[config.mk]
export PLATFORM = sky130hd
export DESIGN_NAME = wcs_regs
export DESIGN_NICKNAME = d
export VERILOG_FILES = /design/src/rtl/wcs_pkg.sv /design/src/rtl/wcs_regs.sv
export SDC_FILE = /design/constraint.sdc
export NUM_CORES = 1
export LEC_CHECK = 0
export BUFFER_PORTS_ARGS = -buffer_cell sky130_fd_sc_hd__buf_2
export CAP_MARGIN = 20
export CORE_MARGIN = 2
export CORE_UTILIZATION = 60
export DETAILED_ROUTE_END_ITERATION = 12
export PLACE_DENSITY = 0.86
export SYNTH_ARGS = -nofsm -noshare
export SYNTH_HDL_FRONTEND = slang
export SYNTH_SLANG_ARGS = --single-unit
[constraint.sdc]
create_clock -name CLK -period 10.07 [get_ports CLK]
set_input_delay 1.5105 -clock CLK [delete_from_list [all_inputs] [get_ports CLK]]
set_output_delay 1.5105 -clock CLK [all_outputs]
set_load 0.05 [all_outputs]
[src/rtl/wcs_pkg.sv]
package wcs_pkg;
  // ------------------------------------------------------------
  // register map
  // ------------------------------------------------------------
  localparam logic [4:0] ADDR_TIMING_CFG = 5'h09;
  localparam logic [4:0] ADDR_QA_CFG = 5'h0A;
  localparam logic [4:0] ADDR_RANDOM = 5'h0B;
  localparam logic [4:0] ADDR_ST_LOW = 5'h0D;
  localparam logic [4:0] ADDR_ST_HIGH = 5'h0E;
  localparam logic [7:0] RESET_VALUE = 8'h00;
  // defined bits of the Q&A config and random word registers
  localparam logic [7:0] MASK_QA_CFG = 8'h7F;
  localparam logic [7:0] MASK_RANDOM = 8'h3F;
  // ------------------------------------------------------------
  // field positions
  // ------------------------------------------------------------
  localparam int WIN_SEL_LSB = 5;
  localparam int DITHER_BIT = 4;
  localparam int VALID_LSB = 2;
  localparam int EDGE_LSB = 0;
  localparam int RST_EN_BIT = 6;
  localparam int TOL_LSB = 4;
  localparam int QA_WIN_LSB = 0;
  // ------------------------------------------------------------
  // timing
  // ------------------------------------------------------------
  localparam int CLK_MHZ = 200;
  localparam int POR_LOW_TIME_US = 2000;
  localparam int POR_LOW_CYCLES = POR_LOW_TIME_US * CLK_MHZ;
  localparam int EDGE_PERIOD_US = 2000;
  localparam int DELTA_BASE_US = 80;
  localparam int DELTA_STEP_US = 10;
  // random word generator seed, never zero
  localparam logic [5:0] LFSR_SEED = 6'h01;
  // ------------------------------------------------------------
  // types
  // ------------------------------------------------------------
  typedef enum logic [1:0] {
    WD_PULSE = 2'b00,
    WD_WINDOW = 2'b10,
    WD_QA = 2'b11
  } wcs_wd_type_t;
  typedef enum logic [0:0] {
    RST_IDLE = 1'b0,
    RST_LOW = 1'b1
  } wcs_rst_state_t;
  // register access request from the serial port framing
  typedef struct packed {
    logic [4:0] addr;
    logic wr;
    logic rd;
    logic [7:0] wdata;
  } wcs_req_t;
  // decoded settings for the watchdog engines, times in microseconds
  typedef struct packed {
    logic [16:0] win_fast_us;
    logic [16:0] win_slow_us;
    logic [3:0] valid_counts;
    logic [3:0] edge_counts;
    logic [15:0] nominal_us;
    logic [15:0] upper_us;
    logic [15:0] lower_us;
    logic [3:0] wrong_answer_tolerance;
    logic [18:0] qa_min_us;
    logic [18:0] qa_max_us;
  } wcs_timing_t;
endpackage

[src/rtl/wcs_regs.sv]
`timescale 1ns/1ps
// Overview of operation
// - window code selects fast/slow timeout pair
// - dither-off bit disables converter dithering
// - validation code selects 2,4,6,8 counts
// - edge code selects 4,6,8,10 edges
// - nominal is edges times 2 ms, upper/lower limits are nominal plus/minus deltas
// - enabled fault pulls reset output low 2ms
// - tolerance code allows 0,2,4,8 wrong answers
// - answer window code selects min/max times
// - random six-bit question, upper bits zero
// - random word register readable, writable, zero reset
// - first result register holds four rail flags
// - result flags read-only, write one clears
// - second register bit 7 overall pass
// - second register bit 6 thermal pass
// - second register holds three more rail flags
// - both config registers writable, reset zero
// - type select: pulse, window, or Q&A
// - deltas 0.08 to 0.15 ms, 0.01 steps
module wcs_regs #(
  parameter int RST_LOW_CYCLES = wcs_pkg::POR_LOW_CYCLES
) (
  input wire logic CLK,
  input wire logic NRST,
  input wcs_pkg::wcs_req_t REG_REQ,
  output logic [7:0] REG_RDATA,
  input wire logic [1:0] WATCHDOG_TYPE_SELECT,
  input wire logic [2:0] UPPER_LIMIT_DELTA,
  input wire logic [2:0] LOWER_LIMIT_DELTA,
  input wire logic QA_NEW_QUESTION,
  input wire logic QA_WRONG_ANSWER,
  input wire logic QA_TIMEOUT,
  input wire logic WIN_FAULT,
  input wire logic [7:0] ST_LOW_PASS,
  input wire logic [7:0] ST_HIGH_PASS,
  output wcs_pkg::wcs_timing_t TIMING,
  output logic DITHER_OFF,
  output logic WD_FAULT,
  output logic POWER_ON_RESET_OUT_N
);
  import wcs_pkg::*;

  // ------------------------------------------------------------
  // decode functions
  // ------------------------------------------------------------
  // fast timeout of the window watchdog
  function automatic logic [16:0] win_fast(input logic [2:0] c);
    case (c)
      3'h0: win_fast = 17'h001F4;
      3'h1: win_fast = 17'h003E8;
      3'h2: win_fast = 17'h007D0;
      3'h3: win_fast = 17'h00FA0;
      3'h4: win_fast = 17'h01770;
      3'h5: win_fast = 17'h01F40;
      3'h6: win_fast = 17'h02710;
      default: win_fast = 17'h030D4;
    endcase
  endfunction

  // slow timeout of the window watchdog
  function automatic logic [16:0] win_slow(input logic [2:0] c);
    case (c)
      3'h0: win_slow = 17'h00FA0;
      3'h1: win_slow = 17'h01F40;
      3'h2: win_slow = 17'h03E80;
      3'h3: win_slow = 17'h07D00;
      3'h4: win_slow = 17'h0A410;
      3'h5: win_slow = 17'h0FA00;
      3'h6: win_slow = 17'h13880;
      default: win_slow = 17'h186A0;
    endcase
  endfunction

  // open time of the answer window, in 0.5 ms units
  function automatic logic [9:0] qa_halfms(input logic [3:0] c);
    case (c)
      4'h0: qa_halfms = 10'h001;
      4'h1: qa_halfms = 10'h002;
      4'h2: qa_halfms = 10'h004;
      4'h3: qa_halfms = 10'h008;
      4'h4: qa_halfms = 10'h010;
      4'h5: qa_halfms = 10'h018;
      4'h6: qa_halfms = 10'h020;
      4'h7: qa_halfms = 10'h030;
      4'h8: qa_halfms = 10'h040;
      4'h9: qa_halfms = 10'h050;
      4'hA: qa_halfms = 10'h080;
      4'hB: qa_halfms = 10'h090;
      4'hC: qa_halfms = 10'h0A0;
      4'hD: qa_halfms = 10'h0C0;
      4'hE: qa_halfms = 10'h100;
      default: qa_halfms = 10'h120;
    endcase
  endfunction

  // two-bit code to count of 2,4,6,8 (or 4..10 with offset)
  function automatic logic [3:0] even_count(input logic [1:0] c,
                                             input logic [3:0] base);
    even_count = base + {1'b0, c, 1'b0};
  endfunction

  // delta code to microseconds
  function automatic logic [15:0] delta_us(input logic [2:0] c);
    delta_us = 16'(DELTA_BASE_US + DELTA_STEP_US * int'(c));
  endfunction

  // watchdog type from the select bits
  function automatic wcs_wd_type_t wd_type(input logic [1:0] s);
    if (!s[1]) begin
      wd_type = WD_PULSE;
    end else if (s[0]) begin
      wd_type = WD_QA;
    end else begin
      wd_type = WD_WINDOW;
    end
  endfunction

  // ------------------------------------------------------------
  // registers
  // ------------------------------------------------------------
  logic [7:0] timing_cfg_reg; // watchdog_timing_config
  logic [7:0] qa_cfg_reg; // qa_watchdog_config
  logic [5:0] random_reg; // random_question_word
  logic [7:0] st_low_reg; // selftest_result_low
  logic [7:0] st_high_reg; // selftest_result_high
  logic [5:0] lfsr_reg; // free running question source
  logic [3:0] wrong_reg; // wrong answers counted
  logic [31:0] low_cnt_reg; // reset output low time
  wcs_rst_state_t rst_state_reg;
  logic wr_timing, wr_qa, wr_rand, wr_low, wr_high;
  logic [3:0] tolerance;
  logic qa_over;
  wcs_wd_type_t active_type;

  // write decode
  assign wr_timing = REG_REQ.wr && (REG_REQ.addr == ADDR_TIMING_CFG);
  assign wr_qa = REG_REQ.wr && (REG_REQ.addr == ADDR_QA_CFG);
  assign wr_rand = REG_REQ.wr && (REG_REQ.addr == ADDR_RANDOM);
  assign wr_low = REG_REQ.wr && (REG_REQ.addr == ADDR_ST_LOW);
  assign wr_high = REG_REQ.wr && (REG_REQ.addr == ADDR_ST_HIGH);

  // configuration registers
  always_ff @(posedge CLK or negedge NRST) begin
    if (!NRST) begin
      timing_cfg_reg <= RESET_VALUE;
      qa_cfg_reg <= RESET_VALUE;
    end else begin
      if (wr_timing) begin
        timing_cfg_reg <= REG_REQ.wdata;
      end
      if (wr_qa) begin
        qa_cfg_reg <= REG_REQ.wdata & MASK_QA_CFG;
      end
    end
  end

  // question generator, taps for a maximal six-bit sequence
  always_ff @(posedge CLK or negedge NRST) begin
    if (!NRST) begin
      lfsr_reg <= LFSR_SEED;
    end else begin
      lfsr_reg <= {lfsr_reg[4:0], lfsr_reg[5] ^ lfsr_reg[4]};
    end
  end

  // random word: a new question wins over a host write
  always_ff @(posedge CLK or negedge NRST) begin
    if (!NRST) begin
      random_reg <= MASK_RANDOM[5:0] & RESET_VALUE[5:0];
    end else if (QA_NEW_QUESTION) begin
      random_reg <= lfsr_reg;
    end else if (wr_rand) begin
      random_reg <= REG_REQ.wdata[5:0];
    end
  end

  // self-test flags: pass sets, write one clears, set wins
  always_ff @(posedge CLK or negedge NRST) begin
    if (!NRST) begin
      st_low_reg <= RESET_VALUE;
      st_high_reg <= RESET_VALUE;
    end else begin
      st_low_reg <= ST_LOW_PASS |
                    (st_low_reg & ~({8{wr_low}} & REG_REQ.wdata));
      st_high_reg <= ST_HIGH_PASS |
                     (st_high_reg & ~({8{wr_high}} & REG_REQ.wdata));
    end
  end

  // read data, registered; unmapped reads zero
  always_ff @(posedge CLK or negedge NRST) begin
    if (!NRST) begin
      REG_RDATA <= RESET_VALUE;
    end else if (REG_REQ.rd) begin
      case (REG_REQ.addr)
        ADDR_TIMING_CFG: REG_RDATA <= timing_cfg_reg;
        ADDR_QA_CFG: REG_RDATA <= qa_cfg_reg;
        ADDR_RANDOM: REG_RDATA <= {2'b00, random_reg};
        ADDR_ST_LOW: REG_RDATA <= st_low_reg;
        ADDR_ST_HIGH: REG_RDATA <= st_high_reg;
        default: REG_RDATA <= RESET_VALUE;
      endcase
    end
  end

  // ------------------------------------------------------------
  // decoded settings
  // ------------------------------------------------------------
  // registered so the engines see stable values
  always_ff @(posedge CLK or negedge NRST) begin
    if (!NRST) begin
      TIMING <= '0;
      DITHER_OFF <= 1'b0;
    end else begin
      TIMING.win_fast_us <= win_fast(timing_cfg_reg[WIN_SEL_LSB +: 3]);
      TIMING.win_slow_us <= win_slow(timing_cfg_reg[WIN_SEL_LSB +: 3]);
      TIMING.valid_counts <=
        even_count(timing_cfg_reg[VALID_LSB +: 2], 4'h2);
      TIMING.edge_counts <=
        even_count(timing_cfg_reg[EDGE_LSB +: 2], 4'h4);
      TIMING.nominal_us <= 16'(EDGE_PERIOD_US *
        int'(even_count(timing_cfg_reg[EDGE_LSB +: 2], 4'h4)));
      TIMING.upper_us <= 16'(EDGE_PERIOD_US *
        int'(even_count(timing_cfg_reg[EDGE_LSB +: 2], 4'h4))) +
        delta_us(UPPER_LIMIT_DELTA);
      TIMING.lower_us <= 16'(EDGE_PERIOD_US *
        int'(even_count(timing_cfg_reg[EDGE_LSB +: 2], 4'h4))) -
        delta_us(LOWER_LIMIT_DELTA);
      TIMING.wrong_answer_tolerance <= tolerance;
      TIMING.qa_min_us <=
        19'(500 * int'(qa_halfms(qa_cfg_reg[QA_WIN_LSB +: 4])));
      TIMING.qa_max_us <=
        19'(1000 * int'(qa_halfms(qa_cfg_reg[QA_WIN_LSB +: 4])));
      DITHER_OFF <= timing_cfg_reg[DITHER_BIT];
    end
  end

  // tolerance 0,2,4,8
  always_comb begin
    case (qa_cfg_reg[TOL_LSB +: 2])
      2'b00: tolerance = 4'h0;
      2'b01: tolerance = 4'h2;
      2'b10: tolerance = 4'h4;
      default: tolerance = 4'h8;
    endcase
  end

  // ------------------------------------------------------------
  // fault detection
  // ------------------------------------------------------------
  assign active_type = wd_type(WATCHDOG_TYPE_SELECT);
  assign qa_over = QA_WRONG_ANSWER && (wrong_reg >= tolerance);

  // wrong answer counter, cleared by a fault
  always_ff @(posedge CLK or negedge NRST) begin
    if (!NRST) begin
      wrong_reg <= 4'h0;
    end else if (active_type != WD_QA || WD_FAULT) begin
      wrong_reg <= 4'h0;
    end else if (QA_WRONG_ANSWER) begin
      wrong_reg <= wrong_reg + 4'h1;
    end
  end

  // fault pulse, one cycle
  always_ff @(posedge CLK or negedge NRST) begin
    if (!NRST) begin
      WD_FAULT <= 1'b0;
    end else begin
      case (active_type)
        WD_QA: WD_FAULT <= qa_over || QA_TIMEOUT;
        WD_WINDOW: WD_FAULT <= WIN_FAULT;
        default: WD_FAULT <= 1'b0;
      endcase
    end
  end

  // reset output pulse
  always_ff @(posedge CLK or negedge NRST) begin
    if (!NRST) begin
      rst_state_reg <= RST_IDLE;
      low_cnt_reg <= '0;
    end else begin
      case (rst_state_reg)
        RST_IDLE: begin
          if (WD_FAULT && qa_cfg_reg[RST_EN_BIT]) begin
            rst_state_reg <= RST_LOW;
            low_cnt_reg <= 32'(RST_LOW_CYCLES - 1);
          end
        end
        RST_LOW: begin
          if (low_cnt_reg == '0) begin
            rst_state_reg <= RST_IDLE;
          end else begin
            low_cnt_reg <= low_cnt_reg - 32'h1;
          end
        end
        default: rst_state_reg <= RST_IDLE;
      endcase
    end
  end

  assign POWER_ON_RESET_OUT_N = (rst_state_reg != RST_LOW);
endmodule

==> run_results.csv <==
group,metric,value,unit
synthesis,synthArstFlopShare,1.000,
clock_tree,max-clock-path-buffers,2,
synthesis,synth_top_area_frac,0.4558,
drt,vias,6650,
finish,nets,1133,
setup_path,crit_required,10390,ps
setup_path,worstPathMaxFanout,9,
drt,wl_per_cell,16.22,microns
drt,dr.pass1.iters,5,
synthesis,syn_area_per_cell,10.88,sq um
finish,nFillCells,1100,
placement,hpwl,13680,microns
synthesis,seq_area_frac_synth,0.4587,
setup_path,r2r_start,"qa_cfg_reg[1]",
drt,viasPerCell,5.621,
synthesis,synth_ff_type,"dfrtp_1",
sta,slew_viol_final,0,
setup_path,worstSetupStartpoint,"qa_cfg_reg[1]",
setup_path,crit_type,"reg -> reg",
setup_path,max_stage_delay,660,ps
setup_path,crit_path_end,"TIMING[36]",
finish,drive_above_1_share,0.2201,
sta,tightest_slew,940.2,ps
global_route,overflow,0,
floorplan,core_area,15090,sq um
synthesis,synth_top_area_cell,"dfrtp_1",
synthesis,syn-cell-area,9223,sq um
finish,area_growth,14.44,%
sta,worst_clock_skew,11.83,ps
sta,slew_headroom,0.3714,
global_route,grt_first_pass_wirelength,31750,microns
setup_path,cp-end-kind,"register",
setup_path,rrSetupSlack,4810,ps
drt,drc,0,
clock_tree,cts_setup_buffers,0,
clock_tree,clock_sinks,169,
global_route,grt_pass1_vias,6429,
floorplan,ios,188,
setup_path,startpoint_type,"register",
sta,setup_violations,0,
floorplan,dieArea,16380,sq um
drt,drtAntennaViolNets,0,
drt,drt_iter0_drc,387,
clock_tree,cts_buffers,17,
global_route,antenna_found_initial,0,
sta,hold_viol,0,
synthesis,synth_edf_count,0,
placement,dp.cells,1150,
floorplan,fp.dieH,128.0,microns
run,max_cap_violations,0,
sta,rsz0062_at_grt,"no",
sta,fin_crit,5264,ps
setup_path,slowest_stage,"o41ai_1",
pwr,p_per_area,284.2,nW/um^2
finish,largest_reg_flops,79,
synthesis,ys_ff_latch,169,
floorplan,start_util,0.6112,
drt,wirelength,19190,microns
setup_path,reg2regPathDepth,18,
floorplan,die_w,128.0,microns
floorplan,rows,45,
setup_path,arrival,5580,ps
placement,io_buffers,162,
sta,finalCritPeriodShare,0.5227,
synthesis,yosysUniqueCellTypes,56,
clock_tree,cts_tree,"done",
global_route,grt_max_degree,88,
pwr,peakVddDrop,165.5,uV
clock_tree,cts_resized,0,
clock_tree,htreeDepth,4,
sta,setup_tns,0,ps
clock_tree,cts-root-buf,"clkbuf_16",
setup_path,reg2reg_to,"TIMING[36]",
synthesis,synthTopCellsByArea,"dfrtp_1 (46%), ha_1 (11%), fa_1 (5.9%)",
clock_tree,clkLatencyLatePin,440,ps
synthesis,yosysWarnings,0,
sta,max_freq,190.0,MHz
hold_path,min_path_type,"reg -> reg",
setup_path,cp_common_cell,"inv_1",
placement,routabilityCongestion,0.8392,
pwr,p_leak,5.333,nW
finish,diodes,0,
setup_path,path_cells,"inv_1 -> ha_1 -> nand2_1 -> o21ai_0 -> nand2_1 -> inv_1 -> ha_1 -> inv_1 -> fa_1 -> fa_1 -> fa_1 -> inv_1 -> ha_1 -> nand3_1 -> o211ai_1 -> o41ai_1 -> o21ai_0 -> xor2_1",
clock_tree,holdBufCountCts,0,
finish,fin_cells,1183,
synthesis,syn_inst,848,
status,outcome,"finished, final reports clean",
clock_tree,clkTransAtPathRegs,70,ps
global_route,grt.total_usage,0.2470,
[metal layers]
metal,global-route usage,share of wire
met1,0.3201,0.42
met2,0.4171,0.51
met3,0.05927,0.058
met4,0.07240,0.018
met5,0,0
[per-stage QoR]
step,setup slack [ps],util,hold slack [ps],power (mW),area [sq um]
after floorplan,5579,-,354.0,2.050,9320
after global placement,5233,0.6561,360.3,2.256,9901
after detailed placement,4940,0.6561,368.2,2.304,9901
after CTS,4875,0.6976,391.3,3.011,10530
after global routing,4503,0.6994,398.7,3.187,10550
final,4806,0.6994,393.7,2.999,10550
[cell type report]
cell class                 count  area (sq um)  area share
tap                          188         235.2     0.02229
inverter                      79         296.5     0.02810
timing repair buffer         165         859.6     0.08145
multi-input combinational    550          4307      0.4081
sequential                   169          4230      0.4008
clock buffer                  19         442.9     0.04197
clock inverter                13         182.7     0.01731
[cell usage in the layout (no fill, tap or decap), types with 4 or more instances in the layout]
cell type  instances
mux2i_1           26
nand3_1           13
inv_1             79
a221oi_1           6
o2bb2ai_1          6
nor2b_1            7
conb_1            28
a21o_1            23
xor2_1            10
and3_1             9
nor4_1            14
mux2_2            15
clkbuf_16         17
dfrtp_1          168
and2_1             9
buf_2            161
a21oi_1           29
o31ai_1            6
ha_1              79
o311ai_0           4
nand2_1           71
nand4_1            7
nand3b_1           4
a31oi_1            5
nor3b_1            4
o21ai_0           28
xnor2_1           18
o21bai_1           5
or4_1              9
fa_1              27
nor2_1            32
nand2b_1           7
or3_1              6
nor3_1             9
[logic make-up after synthesis]
| group | after synthesis | share of synthesized area |
|---|---|---|
| adders and majority gates | 106 | 0.1658 |
| AOI/OAI and AO/OA | 137 | 0.09877 |
| buffers and inverters | 155 | 0.08493 |
| xor gates and xnor gates | 28 | 0.02659 |
| and+or+nand+nor | 210 | 0.1179 |
| DFF | 169 | 0.4587 |
| other | 2 | 0.0008143 |
| muxes | 41 | 0.04653 |
[worst max-delay path, delay by kind of cell (launching register included)]
kind,cells,cell delay [ps]
XOR/XNOR,1,190
buffers and inverters,4,370
flip-flops,1,520
adder cells (fa/ha/maj),6,2450
AO/OA/AOI/OAI,4,1120
AND/OR/NAND/NOR,3,480
[power breakdown]
group / total (mW) / internal, mW / switching, mW
Clock: 0.692 / 0.405 / 0.288
Combinational: 1.37 / 0.412 / 0.953
Sequential: 0.942 / 0.827 / 0.115
[worst min-delay path by stage]
stage,start,end,slack [ps],cells past startpoint
floorplan,lfsr_reg[1],lfsr_reg[2],350,0
global placement,lfsr_reg[3],lfsr_reg[4],360,0
detailed placement,lfsr_reg[3],lfsr_reg[4],370,0
CTS,lfsr_reg[3],lfsr_reg[4],390,0
global route,lfsr_reg[3],lfsr_reg[4],400,0
finish,lfsr_reg[3],lfsr_reg[4],390,0
[cell usage after synthesis (all sizes together), types with 4 or more instances]
cell       n
a21o      23
a21oi     29
a221oi     6
a31oi      5
and2       9
and3       9
buf       56
clkbuf    20
dfrtp    168
fa        27
ha        79
inv       79
mux2      15
mux2i     26
nand2     71
nand2b     7
nand3     13
nand3b     4
nand4      7
nor2      32
nor2b      7
nor3      10
nor3b      4
nor4      15
o21ai     28
o21bai     5
o2bb2ai    6
o311ai     4
o31ai      6
or3        7
or4       10
xnor2     18
xor2      10
(Power assumes the default switching activity.)
